**config.mk**
```make
export PLATFORM = sky130hd
export DESIGN_NAME = cap_delay_line
export DESIGN_NICKNAME = d
export VERILOG_FILES = /design/src/hw/cap_pkg.sv /design/src/hw/cap_delay_line.sv
export SDC_FILE = /design/constraint.sdc
export NUM_CORES = 1
export LEC_CHECK = 0
export BUFFER_PORTS_ARGS = -buffer_cell sky130_fd_sc_hd__buf_2
export CORE_ASPECT_RATIO = 1.5
export CORE_MARGIN = 2
export CORE_UTILIZATION = 36
export CTS_CLUSTER_SIZE = 25
export DETAILED_ROUTE_END_ITERATION = 8
export PLACE_DENSITY = 0.59
export SYNTH_ARGS = -nofsm -noshare
export SYNTH_HDL_FRONTEND = slang
export SYNTH_SLANG_ARGS = --single-unit
```
**constraint.sdc**
```tcl
create_clock -name clock -period 2.4 [get_ports clock]
set_clock_uncertainty 0.15 [all_clocks]
set_input_delay 0 -clock clock [delete_from_list [all_inputs] [get_ports clock]]
set_output_delay 0 -clock clock [all_outputs]
set_load 0.01 [all_outputs]
```
**src/hw/cap_pkg.sv**
```systemverilog
package cap_pkg;
  // parity latency field encodings
  localparam logic [2:0] LAT_OFF = 3'h0;
  localparam logic [2:0] LAT_4 = 3'h1;
  localparam logic [2:0] LAT_5 = 3'h2;
  localparam logic [2:0] LAT_6 = 3'h3;
  localparam logic [2:0] LAT_8 = 3'h4;
  localparam logic [3:0] LAT_CYC_4 = 4'h4;
  localparam logic [3:0] LAT_CYC_5 = 4'h5;
  localparam logic [3:0] LAT_CYC_6 = 4'h6;
  localparam logic [3:0] LAT_CYC_8 = 4'h8;
  localparam int DLY_DEPTH = 8;
  // timing figures, in ns, with derived cycle counts at 20 MHz
  localparam int CLK_PERIOD_NS = 50;
  localparam int ALERT_ON_NS = 500;
  localparam int ALERT_PW_MIN_NS = 3200;
  localparam int RAS_MIN_NS = 1600;
  localparam int ALERT_ON_CYC = ALERT_ON_NS / CLK_PERIOD_NS;
  localparam int ALERT_PW_CYC = (ALERT_PW_MIN_NS + CLK_PERIOD_NS - 1) / CLK_PERIOD_NS;
  localparam int RAS_MIN_CYC = (RAS_MIN_NS + CLK_PERIOD_NS - 1) / CLK_PERIOD_NS;
  localparam logic [7:0] ALERT_PW_CNT = 8'(ALERT_PW_CYC);
  localparam logic [7:0] RAS_MIN_CNT = 8'(RAS_MIN_CYC);
  localparam logic [7:0] ALERT_ON_CNT = 8'(ALERT_ON_CYC);
  localparam logic [7:0] CNT_ONE = 8'h01;
  localparam logic [7:0] CNT_ZERO = 8'h00;

  // one command/address frame as it arrives on the bus
  typedef struct packed {
    logic act;
    logic ras;
    logic cas;
    logic we;
    logic [1:0] bg;
    logic [1:0] ba;
    logic [13:0] addr;
    logic a17;
    logic [2:0] cid;
    logic par;
  } cap_frame_t;

  // captured error log, four 8-bit locations
  typedef struct packed {
    logic [7:0] loc3;
    logic [7:0] loc2;
    logic [7:0] loc1;
    logic [7:0] loc0;
  } cap_log_t;

  typedef enum logic [2:0] {
    CAP_IDLE = 3'b000,
    CAP_ALERT = 3'b001,
    CAP_DRAIN = 3'b010,
    CAP_PRECH = 3'b011,
    CAP_HOLD = 3'b100
  } cap_state_t;
endpackage : cap_pkg

```
**src/hw/cap_delay_line.sv**
```systemverilog
`timescale 1ns/1ps
// command delay line; output from a register tap unless depth is zero, length chosen per cycle
module cap_delay_line (
  // clock and reset
  input wire logic clock,
  input wire logic rst_sync_n,
  // frame in
  input wire logic in_valid,
  input wire cap_pkg::cap_frame_t in_frame,
  input wire logic [3:0] depth,
  // frame out
  output logic out_valid,
  output cap_pkg::cap_frame_t out_frame
);
  logic [cap_pkg::DLY_DEPTH-1:0] vld_r;
  cap_pkg::cap_frame_t frm_r [cap_pkg::DLY_DEPTH];
  wire [2:0] tap = 3'(depth - 4'h1);

  always_ff @(posedge clock or negedge rst_sync_n) begin
    if (!rst_sync_n) begin
      vld_r <= '0;
    end else begin
      vld_r <= {vld_r[cap_pkg::DLY_DEPTH-2:0], in_valid};
    end
  end

  always_ff @(posedge clock) begin
    frm_r[0] <= in_frame;
    for (int i = 1; i < cap_pkg::DLY_DEPTH; i++) begin
      frm_r[i] <= frm_r[i-1];
    end
  end

  // a depth of zero bypasses the line entirely
  assign out_valid = (depth == 4'h0) ? in_valid : vld_r[tap];
  assign out_frame = (depth == 4'h0) ? in_frame : frm_r[tap];
endmodule : cap_delay_line

```
Yosys cells after proc, flatten, opt, wreduce, memory -nomap -nowiden. Memory sizes are Yosys's and may differ from the RTL's. Cells that the tools add are included.

Register bits after elaboration: 8. Bits in writable memories: 216. Input port bits: 34. Output and inout bits: 28. Logic and storage cells: 9. Memories kept: 1.

Memories: frm_r (depth 8, bits a word 27, read ports 8, clocked after memory_dff 0, write ports 8, RTL line cap_delay_line.sv:16) `cap_pkg::cap_frame_t frm_r [cap_pkg::DLY_DEPTH];`.

Add/sub/neg operators: 1. Order comparisons: 1. Mux-type cells: 4. Reduce and logical (&&, ||, !) cells: 1.

Operator list (count): $mux 27 (1); $logic_not 4->1 (1); $lt 3x4->1 const B (1); $bmux 1 s3 (1); $sub 3x1->3 const B (1); $mux 1 (2).

Longest topological paths before layout.
Word-level depth: 4. Gate-level depth with buffers: 10. Mapped depth without buffers: 6.

Worst setup path after synthesis. No wires, ideal clock.

Path type: in2out. Start: input depth[0]. End: output out_frame[12] (netlist name). Arrival time: 1.668 ns. Data required time: 2.250 ns. Setup slack: 0.582 ns. Stages on the path: 9. Path buffers: 4. Path through: buf_6 buf_4 inv_1 ha_1 buf_2 buf_2 mux4_2 a21oi_1 nor3_1.

RTL lines: start, declared (RTL line cap_delay_line.sv:10) `input wire logic [3:0] depth,`; end, declared (RTL line cap_delay_line.sv:13) `output cap_pkg::cap_frame_t out_frame`.

==> reports/qor.yml <==
global_route:
  antenna_found_initial: 0
  grt_pass1_wl_um: 21100
  gr-total-overflow: 0
  grt_max_degree: 57
  grt_use_total_pct: 13.9
  first_global_vias: 4095
floorplan:
  fp.coreArea_mm2: 0.0179
  dieHeight_um: 169
  fp.dieW_um: 114
  pin_count: 62
  initial_core_util_pct: 36.5
  row_count: 60
  dieArea_mm2: 0.0192
setup_path:
  startpoint_type: "register"
  crit_cells: 4
  end_kind: "output port"
  cp.buffers_inverters: 1
  slowest_delay_ps: 470
  r2r-end: "vld_r[2]$_DFF_PN0_"
  critPathKind: "register to output port"
  rr_startpoint: "vld_r[1]$_DFF_PN0_"
  crit_slowest_cell: "mux4_2"
  crit_fanout: 2
  crit_path_end: "out_frame[25]"
  r2r_cells: 0
  crit_family: "multiplexers"
  crit_arrival_ps: 1790
  cp-startpoint: "frm_r[0][25]$_DFF_P_"
  rrSetupSlack_ps: 1750
  required_ps: 2250
  path_cells: "mux4_2 > a21boi_1 > a221o_1 > buf_2"
synth:
  avgSynthCellArea_um2: 15.3
  ys_warn_count: 0
  seq_area_frac_synth_pct: 69.3
  syn_nets: 463
  synthCells: 427
  ys_types: 21
  postSynthRegisterBits: 224
  syn_area_mm2: 0.00653
sta:
  fin_ws_ps: 464
  tns_ps: 0
  slew_headroom_pct: 69.8
  max_freq_ghz: 0.517
  finalHoldViolations: 0
  report.final.slew_viol_count: 0
  tightest_slew_ps: 453
  min_period_ps: 1940
  rsz0062_at_grt: "no"
  finalCritPeriodShare_pct: 80.7
  setup_violations: 0
flow_run:
  drv_cap: 0
placement:
  place_inst: 692
  place_hpwl_um: 7900
  gp_congestion: 0.699
  pre_cts_ws_ps: 605
  numPortBuffers: 61
  place_area_mm2: 0.00710
cts:
  post_cts_buffers: 0
  cts_max_path_buffers: 3
  cts.clk_slew.worst_paths_ps: 60
  clock_latency_ps: 480
  cts.sinks: 224
  cts_tree: "yes"
  htree_num_levels: 1
  cts_hold_buf: 32
  cts_root_buf: "clkbuf_16"
  cts_resized: 0
  cts-buffers-inserted: 20
drt:
  drtAntennaViolNets: 0
  drc: 0
  drt_iter0_drc: 119
  totalWireLength_um: 12600
  route.detailed.vias_per_inst: 4.81
  vias: 3648
  wire_per_inst_um: 16.7
  dr.pass1.iters: 4
finish:
  final_cells: 758
  layout.nets: 565
  antenna_cells: 0
  final_cell_mix: "216 x dfxtp_1, 60 x buf_2, 56 x mux4_2"
  final_common_cell: "dfxtp_1"
  syn2layout_area_growth_pct: 24.6
  postLayoutCellArea_mm2: 0.00813
  layout-drive-gt1-share_pct: 29.8
power_and_ir_drop:
  p_seq_share_pct: 49.7
  peakVddDrop_uv: 440
  p_sw_share_pct: 20.8
  comb_power_share_pct: 8.2
  netSwitchingPower_mw: 1.67
  clkPwrFrac_pct: 42.1
  p_int_mw: 6.38
  power.leakage_nw: 3.30
  p_per_area_mw_per_mm2: 990
run_status:
  status: "finished, final reports clean"
min_path:
  hp-class: "primary input to register"
## layer usage
| metal | track usage, % | part of all wire, % |
|---|---|---|
| met1 | 17.4 | 44 |
| met2 | 24.1 | 50 |
| met3 | 2.36 | 3.9 |
| met4 | 4.61 | 2.0 |
| met5 | 0 | 0 |
## metrics by stage
stage               util [%]  power [mW]  hold WS [ps]
floorplan                  -        4.48          -446
global placement        39.7        4.70          -313
detailed placement      39.7        4.72          -307
CTS                     45.5        8.16         0.198
global route            45.5        8.38          13.2
finish                  45.5        8.05          20.6
## how the worst min path moves through the flow
stage,startpoint,endpoint,slack (ps),cells after the start
after floorplan,rst_sync_n,vld_r[0]$_DFF_PN0_,-450,0
after global routing,in_frame[15],frm_r[0][15]$_DFF_P_,10,2
after global placement,rst_sync_n,vld_r[0]$_DFF_PN0_,-310,1
after CTS,in_frame[24],frm_r[0][24]$_DFF_P_,0.2,2
after detailed placement,rst_sync_n,vld_r[0]$_DFF_PN0_,-310,1
final,in_frame[15],frm_r[0][15]$_DFF_P_,20,2
## Yosys cell counts
cell / instances / share of area, %
buf_4: 3 / 0.35
nand3b_1: 1 / 0.12
nor3_1: 27 / 2.1
nand2_1: 2 / 0.12
or2_2: 1 / 0.096
mux4_2: 56 / 19
buf_6: 3 / 0.52
ha_1: 2 / 0.38
nand2b_1: 2 / 0.19
a21boi_1: 1 / 0.12
inv_1: 3 / 0.17
nor2_1: 27 / 1.6
clkbuf_2: 1 / 0.077
or3b_1: 1 / 0.13
a21oi_1: 54 / 4.1
dfxtp_1: 216 / 66
clkbuf_1: 10 / 0.58
buf_2: 7 / 0.54
dfrtp_1: 8 / 3.1
buf_1: 1 / 0.057
a221o_1: 1 / 0.15
## cell type report
class                   count  area (um^2)
fillers                  1596         9730
flip-flops and latches    224         4520
multi-input cells         175         1860
repair buffers            105          756
clock buffers              30          621
well taps                 217          272
clock inverters             4         95.1
inverters                   3         11.3
## state kept, by name, indices dropped and copies added, names as in the netlist
signal and count:
frm_r 216, vld_r 8
## power groups by stage
stage	Clock [mW]	Combinational (mW)	Sequential, mW
finish	3.39	0.658	4.00
global route	3.63	0.720	4.03
CTS	3.48	0.674	4.01
detailed placement	0	0.630	4.09
global placement	0	0.625	4.07
floorplan	0	0.421	4.05
## kinds of logic after synthesis
kind of cell	count (synthesis)	synth area share (%)
flip-flops	224	69.3
multiplexers	56	19.3
AO/OA/AOI/OAI	56	4.41
AND/OR/NAND/NOR	61	4.28
adder cells (fa/ha/maj)	2	0.383
buffers and inverters	28	2.28
Power figures use the tool's default switching activity.
